## src/sli_pkg.sv

```systemverilog
// package: constants and carriers for status led and start interlock
package sli_pkg;
  // timing figures as printed, and derived cycle counts at 40 MHz
  localparam int unsigned CLK_HZ         = 40000000;
  localparam int unsigned DEBOUNCE_MS    = 60;
  localparam int unsigned DEBOUNCE_CYC   = CLK_HZ / 1000 * DEBOUNCE_MS;
  localparam int unsigned WARN_RETIRE_S  = 60;
  localparam int unsigned WARN_RETIRE_CYC = CLK_HZ * WARN_RETIRE_S;
  localparam int unsigned BLINK_MS       = 250;
  localparam int unsigned BLINK_CYC      = CLK_HZ / 1000 * BLINK_MS;
  localparam int unsigned PAUSE_HALVES   = 6;
  localparam int unsigned NUM_DIN        = 6;
  localparam int unsigned LOG_DEPTH      = 5;
  localparam logic [7:0]  BLINK_CODE_MAX = 8'h06;
  localparam logic [2:0]  IMPORT_BLINKS  = 3'h2;
  localparam logic [2:0]  EXPORT_BLINKS  = 3'h3;
  // digital input positions
  localparam int unsigned DIN_START  = 0;
  localparam int unsigned DIN_RESET  = 1;
  localparam int unsigned DIN_DIR    = 2;
  localparam int unsigned DIN_OFF    = 3;
  localparam int unsigned DIN_IMPORT = 4;
  localparam int unsigned DIN_EXPORT = 5;

  // top-level state machine
  typedef enum logic [1:0] {
    ST_INIT  = 2'b00,
    ST_READY = 2'b01,
    ST_RUN   = 2'b10,
    ST_ERROR = 2'b11
  } sli_mode_type;

  // card transfer result event
  typedef struct packed {
    logic done;
    logic is_export;
    logic ok;
  } sli_card_type;

  // one fault log entry
  typedef struct packed {
    logic       valid;
    logic       is_error;
    logic [7:0] code;
  } sli_log_type;
endpackage : sli_pkg

```

## src/sli_debounce.sv

```systemverilog
// debounce filter: level is taken after a stable hold time
module sli_debounce
  import sli_pkg::*;
#(
  parameter int unsigned HOLD_CYC = DEBOUNCE_CYC
) (
  // clock and reset
  input  wire logic clk,
  input  wire logic srst,
  // raw and filtered level
  input  wire logic raw,
  output logic      level
);
  typedef struct packed {
    logic        level;
    logic [31:0] cnt;
  } sli_deb_type;

  sli_deb_type state;
  sli_deb_type next_state;

  // count while raw differs from the accepted level
  always_comb begin
    next_state = state;
    if (raw == state.level) begin
      next_state.cnt = 32'h0;
    end else if (state.cnt >= 32'(HOLD_CYC - 1)) begin
      next_state.level = raw;
      next_state.cnt   = 32'h0;
    end else begin
      next_state.cnt = state.cnt + 32'h1;
    end
  end

  always_ff @(posedge clk) begin
    if (srst) begin
      state <= '0;
    end else begin
      state <= next_state;
    end
  end

  assign level = state.level;
endmodule : sli_debounce

```

## src/sli_status_led_start_interlock.sv

```systemverilog
// status leds, fault handling, fault log and start interlock
// Functional notes
// - green blinks while running, steady when stopped
// - off unpowered; idle shows steady green only
// - warning lights red, motor keeps running
// - error stops motor, green off, red on
// - codes up to six blink count, else steady
// - error cleared only by reset, reinitialises
// - warning retires after one minute absent
// - keep last five warnings/errors in log
// - import: two green blinks, both on failure
// - export: three green blinks, both on failure
// - start held at power-on is ignored; a held digital start still runs once its 60 ms filter passes after init
// - isolated or digital start, never both
// - digital inputs need 60 ms stable level
// - six inputs with fixed default functions
// - warnings keep ready; reset clears warning only
module sli_status_led_start_interlock
  import sli_pkg::*;
#(
  parameter int unsigned DEB_CYC    = DEBOUNCE_CYC,
  parameter int unsigned RETIRE_CYC = WARN_RETIRE_CYC,
  parameter int unsigned HALF_CYC   = BLINK_CYC,
  parameter int unsigned INIT_CYC   = 16
) (
  // clock and reset
  input  wire logic        clk,
  input  wire logic        srst,
  // start sources and their enables
  input  wire logic        iso_start,
  input  wire logic        iso_start_en,
  input  wire logic [5:0]  din,
  input  wire logic [5:0]  din_start_en,
  input  wire logic        sw_reset,
  // fault sources
  input  wire logic        warn_active,
  input  wire logic [7:0]  warn_code,
  input  wire logic        err_active,
  input  wire logic [7:0]  err_code,
  // card transfer result
  input  wire sli_card_type card,
  // fault log read port
  input  wire logic [2:0]  log_sel,
  output sli_log_type      log_entry,
  // drive control and status
  output logic             motor_run,
  output logic             direction,
  output logic             ready,
  output logic             reinit,
  output logic             import_req,
  output logic             export_req,
  output logic             warn_pending,
  output logic             err_pending,
  // indicators
  output logic             led_green,
  output logic             led_red
);
  typedef struct packed {
    // mode and start interlock
    sli_mode_type mode;
    logic [7:0]   init_cnt;
    logic         start_q;
    logic         armed;
    // edge detect copies of filtered inputs
    logic         reset_q;
    logic         imp_q;
    logic         exp_q;
    // pending warning and error with codes
    logic         warn;
    logic [7:0]   wcode;
    logic         err;
    logic [7:0]   ecode;
    logic [31:0]  retire_cnt;
    // blink timing
    logic [31:0]  tick_cnt;
    logic         phase;
    logic [4:0]   step;
    // card result burst
    logic [2:0]   card_left;
    logic         card_fail;
    logic         card_phase;
    // registered outputs
    logic         direction;
    logic         reinit;
    logic         import_req;
    logic         export_req;
    logic         led_green;
    logic         led_red;
    // fault log, slot 0 newest
    sli_log_type [LOG_DEPTH-1:0] log;
  } sli_state_type;

  sli_state_type state;
  sli_state_type next_state;
  // filtered inputs and combinational helpers
  logic [5:0]    din_f;
  logic          tick;
  logic          start_cmd;
  logic          reset_cmd;
  logic          red_on;
  logic [7:0]    show_code;

  // one filter per digital input
  genvar gi;
  generate
    for (gi = 0; gi < NUM_DIN; gi++) begin : g_deb
      sli_debounce #(
        .HOLD_CYC (DEB_CYC)
      ) u_deb (
        .clk   (clk),
        .srst  (srst),
        .raw   (din[gi]),
        .level (din_f[gi])
      );
    end
  endgenerate

  // blink half-period enable
  // free-running, so a burst's first half may be short
  assign tick = (state.tick_cnt == 32'(HALF_CYC - 1));

  // start source arbitration
  // both or neither enabled leaves start low
  always_comb begin
    start_cmd = 1'b0;
    if (iso_start_en && !din_start_en[DIN_START]) begin
      start_cmd = iso_start;
    end else if (!iso_start_en && din_start_en[DIN_START]) begin
      start_cmd = din_f[DIN_START];
    end
  end

  assign reset_cmd = sw_reset || (din_f[DIN_RESET] && !state.reset_q);

  // code selection: error outranks warning
  always_comb begin
    show_code = state.wcode;
    if (state.err) begin
      show_code = state.ecode;
    end
  end

  // blink-count red: on during odd halves of first 2*code steps
  always_comb begin
    if (show_code > BLINK_CODE_MAX || show_code == 8'h00) begin
      red_on = 1'b1;
    end else begin
      red_on = state.phase && (state.step < 5'({show_code, 1'b0}));
    end
  end

  // next state
  always_comb begin
    next_state            = state;
    // pulses default low; edge copies follow inputs
    next_state.reinit     = 1'b0;
    next_state.import_req = 1'b0;
    next_state.export_req = 1'b0;
    next_state.reset_q    = din_f[DIN_RESET];
    next_state.imp_q      = din_f[DIN_IMPORT];
    next_state.exp_q      = din_f[DIN_EXPORT];
    next_state.start_q    = start_cmd;
    next_state.direction  = din_f[DIN_DIR];
    next_state.tick_cnt   = tick ? 32'h0 : state.tick_cnt + 32'h1;

    // blink sequencer: 2*code steps then a pause
    // step and phase advance together, so phase is step bit 0
    if (tick) begin
      next_state.phase = !state.phase;
      if (state.step >= 5'({BLINK_CODE_MAX, 1'b0}) + 5'(PAUSE_HALVES) - 5'h1) begin
        next_state.step = 5'h0;
      end else begin
        next_state.step = state.step + 5'h1;
      end
      if (state.card_left != 3'h0) begin
        next_state.card_phase = !state.card_phase;
        if (state.card_phase) begin
          next_state.card_left = state.card_left - 3'h1;
        end
      end
    end

    // card transfer result sets a blink burst
    if (card.done) begin
      next_state.card_left  = card.is_export ? EXPORT_BLINKS
                                             : IMPORT_BLINKS;
      next_state.card_fail  = !card.ok;
      // burst opens dark so every flash shows on green
      next_state.card_phase = 1'b0;
    end

    // import/export requests on rising edges
    next_state.import_req = din_f[DIN_IMPORT] && !state.imp_q;
    next_state.export_req = din_f[DIN_EXPORT] && !state.exp_q;

    // warning capture and retirement
    // each new code is logged unless an error is logged that cycle; an absent cause starts the count
    if (warn_active) begin
      next_state.retire_cnt = 32'h0;
      if (!state.warn || state.wcode != warn_code) begin
        next_state.warn  = 1'b1;
        next_state.wcode = warn_code;
        next_state.log   = {state.log[LOG_DEPTH-2:0],
                            sli_log_type'({1'b1, 1'b0, warn_code})};
      end
    end else if (state.warn) begin
      if (state.retire_cnt >= 32'(RETIRE_CYC - 1)) begin
        next_state.warn       = 1'b0;
        next_state.retire_cnt = 32'h0;
      end else begin
        next_state.retire_cnt = state.retire_cnt + 32'h1;
      end
    end

    // reset request clears a warning without stopping
    // a live cause would relog at once, so it must be gone
    if (reset_cmd && state.mode != ST_ERROR && !warn_active) begin
      next_state.warn = 1'b0;
    end

    // mode sequencing: init, ready, run, latched error
    case (state.mode)
      ST_INIT: begin
        // a start held through init stays unarmed
        next_state.init_cnt = state.init_cnt + 8'h1;
        next_state.armed    = !start_cmd;
        if (state.init_cnt >= 8'(INIT_CYC - 1)) begin
          next_state.mode = ST_READY;
        end
      end
      ST_READY, ST_RUN: begin
        // a dropped start re-arms the interlock
        if (!start_cmd) begin
          next_state.armed = 1'b1;
        end
        if (err_active) begin
          next_state.mode  = ST_ERROR;
          next_state.err   = 1'b1;
          next_state.ecode = err_code;
          next_state.log   = {state.log[LOG_DEPTH-2:0],
                              sli_log_type'({1'b1, 1'b1, err_code})};
        end else if (state.mode == ST_READY) begin
          if (start_cmd && !state.start_q && state.armed
              && !din_f[DIN_OFF]) begin
            next_state.mode = ST_RUN;
          end
        end else if (!start_cmd || din_f[DIN_OFF]) begin
          next_state.mode = ST_READY;
        end
      end
      ST_ERROR: begin
        // only a reset request leaves error; init reruns
        if (reset_cmd) begin
          next_state.mode     = ST_INIT;
          next_state.err      = 1'b0;
          next_state.warn     = 1'b0;
          next_state.init_cnt = 8'h0;
          next_state.reinit   = 1'b1;
        end
      end
      default: begin
        next_state.mode = ST_INIT;
      end
    endcase

    // indicator drive
    // card burst first, then error, then the mode display
    if (state.card_left != 3'h0) begin
      next_state.led_green = state.card_phase;
      next_state.led_red   = state.card_phase && state.card_fail;
    end else if (state.mode == ST_ERROR) begin
      next_state.led_green = 1'b0;
      next_state.led_red   = red_on;
    end else begin
      next_state.led_green = (state.mode == ST_RUN) ? state.phase
                           : (state.mode == ST_READY);
      next_state.led_red   = state.warn && red_on;
    end
  end

  // one register for the whole state
  always_ff @(posedge clk) begin
    if (srst) begin
      state <= '0;
    end else begin
      state <= next_state;
    end
  end

  // outputs from registers
  assign motor_run    = (state.mode == ST_RUN);
  assign ready        = (state.mode == ST_READY) || (state.mode == ST_RUN);
  // pulses, flags and indicators
  assign direction    = state.direction;
  assign reinit       = state.reinit;
  assign import_req   = state.import_req;
  assign export_req   = state.export_req;
  assign warn_pending = state.warn;
  assign err_pending  = state.err;
  assign led_green    = state.led_green;
  assign led_red      = state.led_red;
  // log read port; slots past the depth read zero
  assign log_entry    = (log_sel < 3'(LOG_DEPTH)) ? state.log[log_sel]
                                                  : '0;
endmodule : sli_status_led_start_interlock

```

## config.mk

```make
export PLATFORM = sky130hd
export DESIGN_NAME = sli_status_led_start_interlock
export DESIGN_NICKNAME = d
export VERILOG_FILES = /design/src/sli_pkg.sv /design/src/sli_debounce.sv /design/src/sli_status_led_start_interlock.sv
export SDC_FILE = /design/constraint.sdc
export NUM_CORES = 1
export LEC_CHECK = 0
export BUFFER_PORTS_ARGS = -buffer_cell sky130_fd_sc_hd__clkbuf_2
export CAP_MARGIN = 20
export CORE_MARGIN = 10
export CORE_UTILIZATION = 50
export CTS_CLUSTER_DIAMETER = 30
export DETAILED_ROUTE_END_ITERATION = 6
export PLACE_DENSITY = 0.66
export SETUP_SLACK_MARGIN = 0.05
export SLEW_MARGIN = 15
export SYNTH_ARGS = -nofsm -noshare
export SYNTH_HDL_FRONTEND = slang
export SYNTH_SLANG_ARGS = --single-unit
```

## constraint.sdc

```tcl
create_clock -name clk -period 2.25 [get_ports clk]
set_input_delay 0.225 -clock clk [delete_from_list [all_inputs] [get_ports clk]]
set_output_delay 0.225 -clock clk [all_outputs]
set_load 0.03 [all_outputs]
```

# == After elaboration in Yosys (flattened, before gate mapping) ==
# Cells that the tools add are included.
# totals
regBits,362
in_bits,41
word_cells,209
# classes
add_sub_neg,11
order_cmp,13
n_eq_ne,18
muxes,44
n_bitwise,7
reduce_logical,65
# ops
op,count
"32-bit by 1-bit adder with 32-bit output, second input constant",8
50-bit 2-to-1 mux,4
"32-bit by 22-bit greater-or-equal comparator with 1-bit output, second input constant",6
"32-bit by 24-bit equality test with 1-bit output, second input constant",1
"32-bit greater-or-equal comparator, second input constant",1
32-bit 2-to-1 mux,1
10-bit binary-select mux with 3-bit select,1
10-bit 2-to-1 mux,3
2-bit AND reduction,11
9-bit 2-to-1 mux,2
3-bit OR reduction,6
1-bit 2-to-1 mux,16
8-bit one-hot mux with 2 select lines,1
2-bit 2-to-1 mux,7
1-bit logical AND,13
1-bit zero test,13
2-bit nonzero test,6
5-bit 2-to-1 mux,2
"2-bit inequality test, second input constant",5
2-bit OR reduction,5
3-bit 2-to-1 mux,3
"8-bit by 1-bit adder with 8-bit output, second input constant",1
"8-bit by 4-bit greater-or-equal comparator with 1-bit output, second input constant",1
"8-bit by 3-bit greater-than comparator with 1-bit output, second input constant",1
other kinds (21),40

# == Logic depth before layout (Yosys ltp) ==
# depth
depth_word,11
mapped_depth,8

# == By module ==
# A second synthesis with hierarchy kept.
# unflattened
cells_unflattened,1746
area_unflattened_um2,15477.3
# modules_own_cells
mod,n_inst,cells_each,area_each_um2,seq_area_each_um2
sli_debounce,6,134,1295.0,660.6
sli_status_led_start_interlock,1,942,7707.4,3283.1

# == Worst setup path after synthesis ==
# OpenSTA, ideal clock, no wires.
# synth_timing
kind,register to register
startpoint,register state[127] (netlist name)
endpoint,register state (netlist bit warn_pending)
setup_time_ns,0.120
arrival_time_ns,2.003
required_time_ns,2.130
setup_slack_ns,0.127
path_stages_with_launch,8
n_path_buf,1
synth_period_minus_slack_ns,2.123
path_cell_list,dfxtp_1 or3_1 or4_1 a211oi_2 buf_6 nor2_2 a41oi_2 nor2_1
# synth_via
elab_chain_len,7
# synth_lines
element,line,rtl
start: declaration,sli_status_led_start_interlock.sv:93,sli_state_type state;
start signal: assignment,sli_status_led_start_interlock.sv:286,state <= next_state;
32-bit greater-or-equal comparator (*),sli_status_led_start_interlock.sv:207,if (state.retire_cnt >= 32'(RETIRE_CYC - 1)) begin
1-bit 2-to-1 mux (*),sli_status_led_start_interlock.sv:207,
1-bit 2-to-1 mux (*),sli_status_led_start_interlock.sv:206,end else if (state.warn) begin
1-bit 2-to-1 mux (*),sli_status_led_start_interlock.sv:198,if (warn_active) begin
1-bit 2-to-1 mux (*),sli_status_led_start_interlock.sv:217,if (reset_cmd && state.mode != ST_ERROR && !warn_active) begin
1-bit 2-to-1 mux,sli_status_led_start_interlock.sv:253,if (reset_cmd) begin
1-bit 2-to-1 mux (*),sli_status_led_start_interlock.sv:222,case (state.mode)
# Every way passes the cells marked *; elsewhere a longest branch is shown, timed or not.
# A chain may end at the register's enable or synchronous reset.

# == Worst setup path after layout ==
# layout_timing
startpoint,register state[119] (netlist name)
endpoint,register state[116] (netlist name)
# layout_via
elab_chain_len,2
# layout_lines
element,line
32-bit greater-or-equal comparator,sli_status_led_start_interlock.sv:207
32-bit 2-to-1 mux,sli_status_led_start_interlock.sv:207
# No other way between the ends.

==> flow_summary.ini <==
[grt]
grt_pass1_vias = 11974
grt_overflow = 0
grt_pass1_wl_um = 54100
grt_max_degree = 70
track_usage = 0.170
antenna_found_initial = 1

[die]
dieArea_um2 = 37200
start_util = 0.505
die_w_um = 193
fp.dieH_um = 193
ios = 61
num_rows = 63
core_region_area_um2 = 29600

[route]
via_per_inst = 5.11
ant_nets = 0
drt-initial-drc-count = 579
vias = 12211
routed_wl_um = 31900
wl_per_cell_um = 13.4
drt-pass1-iter-count = 5
drc = 0

[logic_synthesis]
ys_types = 68
synthCells = 1704
synth_ff_type = dfxtp_1
synth_area_per_cell_um2 = 8.77
syn_area_um2 = 14900
ys_ff_latch = 362
synthArstFlopShare = 0
synth-edff-count = 0
yosysWarnings = 0
seq_area_frac_synth = 0.485

[timing]
finalSetupViolations = 0
max_freq_mhz = 466
finalMaxSlewViolations = 0
tightest_slew_ns = 0.661
hold_violations = 0
skew_ns = 0.0258
period_share = 0.953
fin_crit_ns = 2.14
rsz0062_at_grt = true
maxSlewHeadroom = 0.556

[worst_setup_path]
crit_family = simple AND/OR/NAND/NOR gates
crit_path_top_delay_cell = or4_4
arrival_ns = 2.64
worstPathBufferInverterCount = 1
path_max_fanout = 7
cp.required_ns = 2.75
reg2reg_slack_ns = 0.11
startpoint_type = flip-flop
worst_path_largest_cell_delay_ns = 0.57
crit_type = reg2reg
cp-end-kind = flip-flop
path_cells = or4_4 > a31oi_4 > o2111ai_2 > buf_4 > or4_1 > nand3_1

[clock_network]
clk_path_buf_depth = 3
clk_pin_slew_ns = 0.05
cts_made_buffers = 75
h-tree-depth = 3
cts_root_buf = clkbuf_16
tritoncts = done
insertion_delay_ns = 0.57
clock-sinks = 362

[outcome]
status = complete, no violations

[layout]
fin_area_um2 = 19400
drive_gt1_frac = 0.159
layout.nets = 1999
layoutNonFillerInstCount = 2389
synthToLayoutAreaGrowth_pct = 29.9

[job]
cap_violations = 0

[power]
vdd_drop_max_uv = 679
leakagePower_nw = 7.31
fin_total_pwr_mw = 18.9
powerDensity_nw_per_um2 = 972

[placed_design]
dpl.cell_count = 2223
port-buffer-count = 55
placed_area_um2 = 16300
gp_congestion = 0.827
hpwlAfterDp_um = 20700

[worst_hold_path]
worstHoldPathType = in2reg
## sequential cells by signal, indices dropped and copies added (netlist names)
| register | count |
|---|---|
| err_pending | 1 |
| export_req | 1 |
| state | 156 |
| reinit | 1 |
| warn_pending | 1 |
| import_req | 1 |
| direction | 1 |
| g_deb.u_deb.state | 192 |
| led_green | 1 |
| g_deb.u_deb.level | 6 |
| led_red | 1 |
## power by group
| part | total [mW] | switching [mW] | leakage, nW | internal [mW] |
|---|---|---|---|---|
| sequential | 6.66 | 0.0863 | 2.95 | 6.57 |
| combinational | 0.693 | 0.411 | 3.06 | 0.283 |
| clock | 11.5 | 3.85 | 1.30 | 7.65 |
| total | 18.9 | 4.34 | 7.31 | 14.5 |
## placed cells by master (no fill, tap or decap), types with 21 or more instances in the layout
cell	instances
dfxtp_1	359
nor2_1	271
nand2_1	209
a21oi_1	105
xnor2_1	85
xor2_1	81
nand3_1	79
clkbuf_16	75
buf_4	70
conb_1	60
clkbuf_2	54
mux2i_1	47
nand4_1	45
and3_1	43
inv_1	32
nor3_1	29
dlygate4sd3_1	24
ha_1	21
## synthesized netlist by cell type (20+ instances only)
| cell type | number | area share |
|---|---|---|
| dfxtp_1 | 362 | 0.49 |
| nor2_1 | 271 | 0.068 |
| nand2_1 | 209 | 0.053 |
| a21oi_1 | 107 | 0.036 |
| xnor2_1 | 85 | 0.050 |
| xor2_1 | 81 | 0.047 |
| nand3_1 | 79 | 0.026 |
| mux2i_1 | 47 | 0.031 |
| clkbuf_1 | 46 | 0.012 |
| nand4_1 | 45 | 0.019 |
| and3_1 | 43 | 0.018 |
| inv_1 | 32 | 0.0080 |
| nor3_1 | 31 | 0.010 |
| ha_1 | 22 | 0.018 |
| nor4_1 | 21 | 0.0088 |
| o21ai_0 | 20 | 0.0067 |
## per-layer routing
| layer | GRT usage | up-vias | wire (um) |
|---|---|---|---|
| met3 | 0.0329 | 52 | 1200 |
| met5 | 0 | - | 0 |
| met2 | 0.284 | 181 | 15300 |
| met1 | 0.212 | 5687 | 14800 |
| li1 | - | 6291 | - |
| met4 | 0.0662 | 0 | 639 |
## worst min-delay path: stages
cell and delay [ns]:
clkbuf_2 0.14, mux2i_1 0.09, nor2_1 0.08
## logic make-up (layout without fill, tap and decap cells)
group / Yosys count / count (layout) / synth area share
muxes: 57 / 57 / 0.0390
buffers and inverters: 95 / 330 / 0.0266
DFF: 362 / 362 / 0.485
AOI/OAI and AO/OA: 208 / 208 / 0.0833
and+or+nand+nor: 793 / 793 / 0.250
adders and majority gates: 22 / 22 / 0.0184
xor gates and xnor gates: 166 / 166 / 0.0973
other: 1 / 61 / 0.000251
## timing repair
action	CTS	global route
gates resized for setup	2	28
pin swaps	2	6
buffers inserted	2	0
hold endpoints to repair	33	0
endpoints found under the setup margin	23	89
hold buffers	24	0
## metrics by stage
| step | hold WS, ns | util | worst slack [ns] | setup TNS [ns] |
|---|---|---|---|---|
| 3_5_place_dp | 0.378 | 0.551 | -0.0280 | -0.0280 |
| 6_report | 0.0200 | 0.656 | 0.106 | 0 |
| 5_1_grt | 0.0489 | 0.656 | 0.00124 | 0 |
| 2_1_floorplan | 0.302 | - | 0.127 | 0 |
| 3_3_place_gp | 0.374 | 0.551 | 0.0387 | 0 |
| 4_1_cts | 0.00461 | 0.652 | 0.0583 | 0 |
## layout make-up
type                            instances  area, um^2
Fill cell                            2432       10200
Multi-Input combinational cell       1306        7620
Sequential cell                       362        7250
Clock buffer                           80        1930
Timing Repair Buffer                  159        1200
Clock inverter                         59         782
Tap cell                              390         488
Inverter                               32         120
Antenna cell                            1        2.50
## worst paths after layout
check / start / to / cells after the start
setup / recovery: state[119] / state[116] / 6
hold / removal: warn_code[5] / state[145] / 3
setup reg to reg: state[119] / state[116] / 6
hold reg to reg: state[149] / export_req / 1
Note: power is estimated with default switching activity, not from simulation.
